==> src/logic/sabs_defs.svh <==
`ifndef SABS_DEFS_SVH
`define SABS_DEFS_SVH

// =============================================================================
// Widths and timing counts
// =============================================================================
`define SABS_ADDR_W        24
`define SABS_DATA_W        8
`define SABS_STATE_CNT_W   4
// Cycles per bus-mode state after reset; legal range is 2 to 15.
`define SABS_CLKS_PER_STATE_RST 4'h2
`define SABS_CLKS_PER_STATE_MIN 4'h2
// Bus mode codes on the request port.
`define SABS_MODE_W        2
`define SABS_MODE_NATIVE   2'h0
`define SABS_MODE_STROBE   2'h3

`endif

==> src/logic/sabs_pkg.sv <==
`default_nettype none
package sabs_pkg;
    typedef enum logic [3:0] {
        sabs_idle   = 4'b0000,
        sabs_switch = 4'b0001,
        sabs_s0     = 4'b0010,
        sabs_s1     = 4'b0011,
        sabs_s2     = 4'b0100,
        sabs_s3     = 4'b0101,
        sabs_s4     = 4'b0110,
        sabs_wait   = 4'b0111,
        sabs_s5     = 4'b1000,
        sabs_s6     = 4'b1001,
        sabs_s7     = 4'b1010
    } sabs_state_type;
endpackage
`default_nettype wire

==> src/logic/sabs_state_timer.sv <==
`timescale 1ns/1ps
`default_nettype none
`include "sabs_defs.svh"

// =============================================================================
// State timer: one-cycle pulse at the end of each bus-mode state
// =============================================================================
module sabs_state_timer (
    // Clock and reset
    input  wire logic                           clock,
    input  wire logic                           rstn,
    // Control
    input  wire logic                           restart,
    input  wire logic [`SABS_STATE_CNT_W-1:0]   clks_per_state,
    // Status
    output logic                                state_done
);
    logic [`SABS_STATE_CNT_W-1:0] count;
    logic [`SABS_STATE_CNT_W-1:0] next_count;
    logic [`SABS_STATE_CNT_W-1:0] length;

    // Values below two are clamped so every state lasts at least two cycles.
    always_comb begin
        length = (clks_per_state < `SABS_CLKS_PER_STATE_MIN) ? `SABS_CLKS_PER_STATE_MIN : clks_per_state;
        if (restart || state_done) begin
            next_count = 4'h1;
        end else begin
            next_count = count + 4'h1;
        end
    end

    assign state_done = (count == length) && !restart;

    always_ff @(posedge clock or negedge rstn) begin
        if (!rstn) begin
            count <= 4'h1;
        end else begin
            count <= next_count;
        end
    end
endmodule // sabs_state_timer
`default_nettype wire

==> src/logic/sabs_sequencer.sv <==
`timescale 1ns/1ps
`default_nettype none
`include "sabs_defs.svh"

// =============================================================================
// Strobe-and-acknowledge bus sequencer
// =============================================================================
module sabs_sequencer (
    // Clock and reset
    input  wire logic                           clock,
    input  wire logic                           rstn,
    // Configuration
    input  wire logic [`SABS_STATE_CNT_W-1:0]   clks_per_state,
    input  wire logic [2:0]                     chip_select_wait_count,
    // Bus controller request side
    input  wire logic                           req_valid,
    input  wire logic                           req_write,
    input  wire logic [`SABS_ADDR_W-1:0]        req_addr,
    input  wire logic [`SABS_DATA_W-1:0]        req_wdata,
    input  wire logic [`SABS_MODE_W-1:0]        req_mode,
    input  wire logic [`SABS_MODE_W-1:0]        prev_mode,
    output logic                                req_ready,
    output logic                                done,
    output logic [`SABS_DATA_W-1:0]             rdata,
    // External bus
    output logic [`SABS_ADDR_W-1:0]             addr,
    output logic                                read_not_write,
    output logic                                addr_valid_strobe_n,
    output logic                                data_strobe_n,
    input  wire logic [`SABS_DATA_W-1:0]        data_in,
    output logic [`SABS_DATA_W-1:0]             data_out,
    output logic                                data_oe,
    input  wire logic                           transfer_ack_n
);
    sabs_pkg::sabs_state_type state;
    sabs_pkg::sabs_state_type next_state;
    logic                       is_write;
    logic                       next_is_write;
    logic [`SABS_ADDR_W-1:0]    lat_addr;
    logic [`SABS_ADDR_W-1:0]    next_lat_addr;
    logic [`SABS_DATA_W-1:0]    lat_wdata;
    logic [`SABS_DATA_W-1:0]    next_lat_wdata;
    logic                       ack_seen;
    logic                       next_ack_seen;
    logic                       next_req_ready;
    logic                       next_done;
    logic [`SABS_DATA_W-1:0]    next_rdata;
    logic [`SABS_ADDR_W-1:0]    next_addr;
    logic                       next_read_not_write;
    logic                       next_addr_valid_strobe_n;
    logic                       next_data_strobe_n;
    logic [`SABS_DATA_W-1:0]    next_data_out;
    logic                       next_data_oe;
    logic                       state_done;
    logic                       timer_restart;
    logic                       needs_switch;
    logic [2:0]                 unused_wait;

    // The programmed wait count has no effect in this mode.
    assign unused_wait = chip_select_wait_count;

    // =========================================================================
    // State timer
    // =========================================================================
    // The timer restarts whenever a transfer begins so S0 is a full state.
    assign timer_restart = (state == sabs_pkg::sabs_idle) || (state == sabs_pkg::sabs_switch);

    sabs_state_timer u_timer (
        .clock          (clock),
        .rstn           (rstn),
        .restart        (timer_restart),
        .clks_per_state (clks_per_state),
        .state_done     (state_done)
    );

    // One extra cycle whenever the previous transfer used any other mode, native included.
    // Back-to-back transfers in this mode take none; a move into native mode never passes here.
    assign needs_switch = (prev_mode != req_mode);

    // =========================================================================
    // Next-state and output logic
    // =========================================================================
    always_comb begin
        next_state               = state;
        next_is_write            = is_write;
        next_lat_addr            = lat_addr;
        next_lat_wdata           = lat_wdata;
        next_ack_seen            = ack_seen;
        next_req_ready           = 1'b0;
        next_done                = 1'b0;
        next_rdata               = rdata;
        next_addr                = addr;
        next_read_not_write      = read_not_write;
        next_addr_valid_strobe_n = addr_valid_strobe_n;
        next_data_strobe_n       = data_strobe_n;
        next_data_out            = data_out;
        next_data_oe             = data_oe;
        case (state)
            sabs_pkg::sabs_idle: begin
                next_req_ready = 1'b1;
                if (req_valid && req_ready && req_mode == `SABS_MODE_STROBE) begin
                    next_req_ready = 1'b0;
                    next_is_write  = req_write;
                    next_lat_addr  = req_addr;
                    next_lat_wdata = req_wdata;
                    next_ack_seen  = 1'b0;
                    // Direction high in S0 for reads and after any earlier write.
                    next_read_not_write = 1'b1;
                    next_state = needs_switch ? sabs_pkg::sabs_switch : sabs_pkg::sabs_s0;
                end
            end
            sabs_pkg::sabs_switch: begin
                next_state = sabs_pkg::sabs_s0;
            end
            sabs_pkg::sabs_s0: begin
                next_read_not_write = 1'b1;
                if (state_done) begin
                    next_addr  = lat_addr;
                    next_state = sabs_pkg::sabs_s1;
                end
            end
            sabs_pkg::sabs_s1: begin
                if (state_done) begin
                    next_addr_valid_strobe_n = 1'b0;
                    if (is_write) begin
                        next_read_not_write = 1'b0;
                    end else begin
                        next_data_strobe_n = 1'b0;
                    end
                    next_state = sabs_pkg::sabs_s2;
                end
            end
            sabs_pkg::sabs_s2: begin
                if (state_done) begin
                    if (is_write) begin
                        next_data_out = lat_wdata;
                        next_data_oe  = 1'b1;
                    end
                    next_state = sabs_pkg::sabs_s3;
                end
            end
            sabs_pkg::sabs_s3: begin
                // Outputs hold through S3.
                if (state_done) begin
                    if (is_write) begin
                        next_data_strobe_n = 1'b0;
                    end
                    next_ack_seen = 1'b0;
                    next_state    = sabs_pkg::sabs_s4;
                end
            end
            sabs_pkg::sabs_s4, sabs_pkg::sabs_wait: begin
                // The acknowledge must be seen one full clock before the state ends;
                // the sample on the final edge itself does not count.
                if (!state_done && !transfer_ack_n) begin
                    next_ack_seen = 1'b1;
                end
                if (state_done) begin
                    if (ack_seen) begin
                        next_state = sabs_pkg::sabs_s5;
                    end else begin
                        next_state = sabs_pkg::sabs_wait;
                    end
                end
            end
            sabs_pkg::sabs_s5: begin
                // No output moves here for reads or writes.
                if (state_done) begin
                    next_state = sabs_pkg::sabs_s6;
                end
            end
            sabs_pkg::sabs_s6: begin
                // Read data is driven by the peripheral in this state.
                if (state_done) begin
                    if (!is_write) begin
                        next_rdata = data_in;
                    end
                    // Strobe release also tells the peripheral to drop its acknowledge.
                    next_addr_valid_strobe_n = 1'b1;
                    next_data_strobe_n       = 1'b1;
                    next_state               = sabs_pkg::sabs_s7;
                end
            end
            sabs_pkg::sabs_s7: begin
                if (state_done) begin
                    next_read_not_write = 1'b1;
                    next_data_oe        = 1'b0;
                    next_done           = 1'b1;
                    next_req_ready      = 1'b1;
                    next_state          = sabs_pkg::sabs_idle;
                end
            end
            default: begin
                next_state = sabs_pkg::sabs_idle;
            end
        endcase
    end

    // =========================================================================
    // Registers
    // =========================================================================
    always_ff @(posedge clock or negedge rstn) begin
        if (!rstn) begin
            state               <= sabs_pkg::sabs_idle;
            is_write            <= 1'b0;
            lat_addr            <= 24'h00_0000;
            lat_wdata           <= 8'h00;
            ack_seen            <= 1'b0;
            req_ready           <= 1'b0;
            done                <= 1'b0;
            rdata               <= 8'h00;
            addr                <= 24'h00_0000;
            read_not_write      <= 1'b1;
            addr_valid_strobe_n <= 1'b1;
            data_strobe_n       <= 1'b1;
            data_out            <= 8'h00;
            data_oe             <= 1'b0;
        end else begin
            state               <= next_state;
            is_write            <= next_is_write;
            lat_addr            <= next_lat_addr;
            lat_wdata           <= next_lat_wdata;
            ack_seen            <= next_ack_seen;
            req_ready           <= next_req_ready;
            done                <= next_done;
            rdata               <= next_rdata;
            addr                <= next_addr;
            read_not_write      <= next_read_not_write;
            addr_valid_strobe_n <= next_addr_valid_strobe_n;
            data_strobe_n       <= next_data_strobe_n;
            data_out            <= next_data_out;
            data_oe             <= next_data_oe;
        end
    end
endmodule // sabs_sequencer
`default_nettype wire

==> config.mk <==
export PLATFORM = sky130hd
export DESIGN_NAME = sabs_sequencer
export DESIGN_NICKNAME = d
export VERILOG_FILES = /design/src/logic/sabs_pkg.sv /design/src/logic/sabs_state_timer.sv /design/src/logic/sabs_sequencer.sv
export VERILOG_INCLUDE_DIRS = /design/src /design/src/logic
export SDC_FILE = /design/constraint.sdc
export NUM_CORES = 1
export LEC_CHECK = 0
export BUFFER_PORTS_ARGS = -buffer_cell sky130_fd_sc_hd__clkbuf_2
export CORE_UTILIZATION = 45
export CTS_CLUSTER_SIZE = 20
export DETAILED_ROUTE_END_ITERATION = 12
export GPL_TIMING_DRIVEN = 1
export PLACE_DENSITY = 0.8
export SKIP_LAST_GASP = 1
export SLEW_MARGIN = 20
export SYNTH_ARGS = -nofsm -noshare
export SYNTH_HDL_FRONTEND = slang
export SYNTH_HIERARCHICAL = 1
export SYNTH_SLANG_ARGS = --single-unit
==> constraint.sdc <==
create_clock -name clock -period 6.21 [get_ports clock]
set_input_delay 0 -clock clock [delete_from_list [all_inputs] [get_ports clock]]
set_output_delay 0 -clock clock [all_outputs]
set_load 0.02 [all_outputs]
======== Yosys cells after proc, flatten, opt, wreduce, memory -nomap -nowiden ========
Index checks and enable logic that the tools add are counted.
storage, ports and cells
  register bits after elaboration ......... 88
  input port bits ......................... 56
  output and inout port bits .............. 46
  logic and storage cells ................. 105
cells by class
  add/sub/neg operators ................... 1
  order comparisons ....................... 1
  equality and inequality tests ........... 27
  multiplexer cells ....................... 34
  bitwise operators ....................... 1
  reductions and logical operators ........ 26
operator list
  cell                   number
  $mux W4                12
  $pmux W4 S10           1
  $ne A2 B2 Y1 const B   13
  $eq A4 B3 Y1 const B   4
  $mux W1                14
  $eq A4 B4 Y1 const B   3
  $reduce_and A3 Y1      3
  $reduce_and A9 Y1      1
  $eq A4 B2 Y1 const B   2
  $reduce_and A4 Y1      2
  $pmux W1 S2            3
  $pmux W1 S3            2
  $reduce_and A6 Y1      1
  $reduce_bool A3 Y1     2
  $reduce_and A5 Y1      1
  $add A4 B1 Y4 const B  1
  $eq A4 B1 Y1 const B   1
  $eq A4 B4 Y1           1
  $logic_and A1 B1 Y1    4
  $logic_not A4 Y1       1
  $lt A4 B2 Y1 const B   1
  $pmux W1 S4            1
  $reduce_and A2 Y1      2
  $reduce_bool A2 Y1     2
  9 further kinds        12

======== Depth between registers and ports, before layout ========
  depth in word-level cells ............... 8
  mapped depth ............................ 9
  mapped depth without buffers ............ 8

======== By module ========
The synthesis kept the hierarchy.
by module, submodules not included
  module            instances  cells each  area an instance (um2)  sequential area each (um2)
  sabs_sequencer    1          241         3573.4                  2105.8
  sabs_state_timer  1          24          252.7                   101.3

======== Worst setup path after synthesis ========
No wires, ideal clock.
  path type ............................... register -> register
  start ................................... register state[1]
  end ..................................... register state[0]
  library setup time ...................... 125 ps
  arrival time ............................ 2533 ps
  required time ........................... 6085 ps
  setup slack ............................. 3553 ps
  cell stages (with the launch flop) ...... 9
  path buffers ............................ 2
  clock period less this slack ............ 2657 ps
  path through ............................ dfrtp_1 > clkbuf_1 > clkbuf_1 > nor3_1 > nor2_1 > or4b_2 > o311a_1 > o21ai_0 > mux2_2
between the ends
  word-level cells in the longest chain between the ends .. 6
  elaborated cells on any way between the ends .. 26
  those cells by class .................... eq/ne: 19; mux: 1; reduce/logical: 6
RTL lines
  item                                                     RTL line                text
  start, declared                                          sabs_sequencer.sv:35    sabs_pkg::sabs_state_type state;
  start signal, assigned                                   sabs_sequencer.sv:204   state <= sabs_pkg::sabs_idle;
  start signal, assigned                                   sabs_sequencer.sv:219   state <= next_state;
  $eq A4 B1 Y1 / $logic_not A4 Y1 (equally long branches)  sabs_sequencer.sv:66    assign timer_restart = (state == sabs_pkg::sabs_idle) || (state == sabs_pkg::sabs_switch);
  $logic_or A1 B1 Y1 *                                     sabs_sequencer.sv:66
  named net timer_restart                                  sabs_sequencer.sv:55    logic timer_restart;
  $logic_not A1 Y1 *                                       sabs_state_timer.sv:32  assign state_done = (count == length) && !restart;
  $logic_and A1 B1 Y1 *                                    sabs_state_timer.sv:32
  named net state_done                                     sabs_sequencer.sv:54    logic state_done;
  $ne A2 B2 Y1 (no source line)                            --
  $reduce_and A9 Y1 (no source line) *                     --
The timed path passes the listed nets; every way through them passes the cells marked *.
A chain may end at the register's enable or synchronous reset.

======== Worst setup path after layout ========
  start ................................... register state[3]
  end ..................................... register data_out[2]
between the ends
  word-level cells in the longest chain between the ends .. 5
  elaborated cells on any way between the ends .. 7
  those cells by class .................... eq/ne: 2; reduce/logical: 5
RTL lines
  item                                                     RTL line                text
  $eq A4 B1 Y1 / $logic_not A4 Y1 (equally long branches)  sabs_sequencer.sv:66
  $logic_or A1 B1 Y1 *                                     sabs_sequencer.sv:66
  named net timer_restart                                  sabs_sequencer.sv:55
  $logic_not A1 Y1 *                                       sabs_state_timer.sv:32
  $logic_and A1 B1 Y1 *                                    sabs_state_timer.sv:32
  named net state_done                                     sabs_sequencer.sv:54
  $reduce_and A3 Y1 (no source line) *                     --
  end signal, assigned                                     sabs_sequencer.sv:231   data_out <= next_data_out;
  end, declared                                            sabs_sequencer.sv:31    output logic [`SABS_DATA_W-1:0] data_out,
Marked as above.

==> impl_metrics.yaml <==
status:
  status: "finished clean"
grt:
  grt_max_degree: 89
  grt.overflow.total: 0
  grt_pass1_vias: 2658
  antenna_found_initial: 0
  grt_pass1_wl_um: 12500
  grt_usage: 0.183
power:
  clockPowerShare: 0.270
  leakagePower_nw: 2.62
  pwr_density_cell_nw_per_um2: 338
  finalPower_mw: 1.70
  intPower_mw: 1.21
  switching_share: 0.288
  p_comb_frac: 0.247
  power.net_switching_mw: 0.489
  ir_drop_uv: 164
  seq_power_share: 0.482
clock_tree:
  cts_made_buffers: 9
  path_clk_slew_ns: 0.08
  cts.htree.levels: 3
  cts_tree: "yes"
  insertion_delay_ns: 0.35
  cts.path.max_buffers: 2
  holdBufCountCts: 42
  cts_setup_buffers: 0
  cts_sinks: 88
  cts-root-buf: "clkbuf_8"
  cts_resized: 0
floorplan:
  row_count: 33
  core_um2: 8220
  io_pins: 102
  initial_utilization: 0.466
  fp.dieH_um: 94.2
  die_area_um2: 8880
  die_w_um: 94.2
finish:
  layout.nets: 460
  fill_cells: 639
  area_growth_pct: 31.4
  drive_above_1_share: 0.485
  n_antenna_cell: 0
route:
  wl_met3_um: 281
  drtIter0Drc: 97
  routed_wl_um: 7840
  vias: 2620
  wire_per_inst_um: 15.3
  ant_nets: 0
  routed.top_layer: "met4"
  drc: 0
  routed_via_density: 5.13
  met1Wirelength_um: 3380
  route.met2.wl_um: 4030
  firstDrtPassIters: 4
yosys:
  synth_top_area_share: 0.549
  synth_seq_cells: 88
  synth-main-ff-cell: "dfrtp_1"
  async_reset_ff_frac: 1.00
  synth_cells: 265
  avgSynthCellArea_um2: 14.4
  netlist_area_um2: 3830
  yosysTopAreaCell: "dfrtp_1"
  synthTopCellsByCount: "84 x dfrtp_1, 44 x mux2_2, 30 x mux2_4"
  synth_cell_types: 46
  syn-num-nets: 322
  synth.area.top_cells: "dfrtp_1 55%, mux2_2 13%, mux2_4 12%, dfstp_2 2.7%, buf_6 1.5%"
  yosysSeqAreaShare: 0.577
  synth_warnings: 6
  synth_most_common_cell: "dfrtp_1"
  synth_edf_count: 0
worst_setup_path:
  crit_chain: "nor3_1 > nor2_1 > nand2_1 > nor3_2 > mux2_2"
  worstSetupPathType: "register to register"
  cp_slowest_cell: "dfrtp_1"
  crit_path_max_fanout: 24
  worstPathArrival_ns: 3.32
  cpPeakStageDelay_ns: 0.84
  cp.required_ns: 6.44
  critPathLaunchType: "register"
  end_kind: "register"
timing:
  skew_ns: 0.0119
  relSlewSlack: 0.424
  fin_setup_tns_ns: 0
  worstMarginPinSlew_ns: 0.861
  period_minus_slack_ns: 3.09
  fmax_ghz: 0.323
  setup_viol: 0
  rsz0062_at_grt: "false"
  final_max_slew_viol_count: 0
  holdWs_ns: 0.0225
  timing.final.hold_violations: 0
  fin_crit_sh: 0.498
placement:
  place_congestion: 0.811
  place_hpwl_um: 4810
  port-buffer-count: 98
hold_path:
  hold_path_class: "input pin to register"
run:
  maxCapViolCount: 0
## cells in the final DEF, fill, tap and decap left out, types with 6 or more instances in the layout
cell,count
clkbuf_2,97
clkbuf_8,9
dfrtp_1,84
dlygate4sd3_1,42
mux2_2,44
mux2_4,30
nand2_1,10
nand3_1,6
nor2_1,12
o21ai_0,6
## kinds of logic after synthesis
logic type / synth area share
compound gates: 0.0595
xor+xnor: 0.0183
fa+ha+maj: 0.00327
buf+inv: 0.0271
flops: 0.577
mux: 0.250
simple gates: 0.0651
## registers in the layout (all words and copies together) (netlist names)
register and count:
state 4, rdata 8, done 1, lat_wdata 8
addr 24, read_not_write 1, is_write 1, lat_addr 24
ack_seen 1, req_ready 1, data_out 8, data_oe 1
addr_valid_strobe_n 1, u_timer/count 4, data_strobe_n 1
## metal layers
layer,track usage,vias up
li1,-,1236
met1,0.222,1290
met2,0.315,79
met3,0.0348,15
met4,0.0808,0
met5,0,-
## power by group through the flow
stage / sequential, mW / clock, mW / combinational (mW)
4_1_cts: 0.817 / 0.470 / 0.422
6_report: 0.820 / 0.459 / 0.420
3_3_place_gp: 0.816 / 0 / 0.386
5_1_grt: 0.837 / 0.492 / 0.462
3_5_place_dp: 0.826 / 0 / 0.400
2_1_floorplan: 0.796 / 0 / 0.324
## worst max-delay path: cells and delay by family, from the launching register on
| family | cells | cell delay [ns] |
|---|---|---|
| flops | 1 | 0.84 |
| mux | 1 | 0.42 |
| simple gates | 4 | 1.73 |
## cell type report
cell class,count,area (um^2),area share
clock inverters,5,108,0.0214
well taps,105,131,0.0261
flip-flops and latches,88,2210,0.439
inverters,3,11.3,0.00224
repair buffers,141,925,0.184
clock buffers,9,124,0.0246
multi-input cells,160,1520,0.303
## through the flow
stage / cell area [um^2] / instances / worst slack, ns / utilization
after floorplan: 3830 / 265 / 3.55 / -
after global placement: 4370 / 455 / 3.23 / 0.532
after detailed placement: 4370 / 455 / 3.12 / 0.532
after CTS: 5020 / 511 / 3.12 / 0.611
after global routing: 5030 / 511 / 2.73 / 0.612
final: 5030 / 511 / 3.12 / 0.612
## worst paths after layout
| path | cells after the start | slack [ns] | to | start |
|---|---|---|---|---|
| max | 5 | 3.12 | data_out[2] | state[3] |
| min | 4 | 0.02 | ack_seen | transfer_ack_n |
| max reg2reg | 5 | 3.12 | data_out[2] | state[3] |
| min reg2reg | 2 | 0.50 | data_strobe_n | data_strobe_n |
| max in group asynchronous | 2 | 5.36 | addr[14] | rstn |
| min in group asynchronous | 2 | 0.27 | lat_addr[12] | rstn |
No activity file was read; power rests on OpenSTA's default activity.
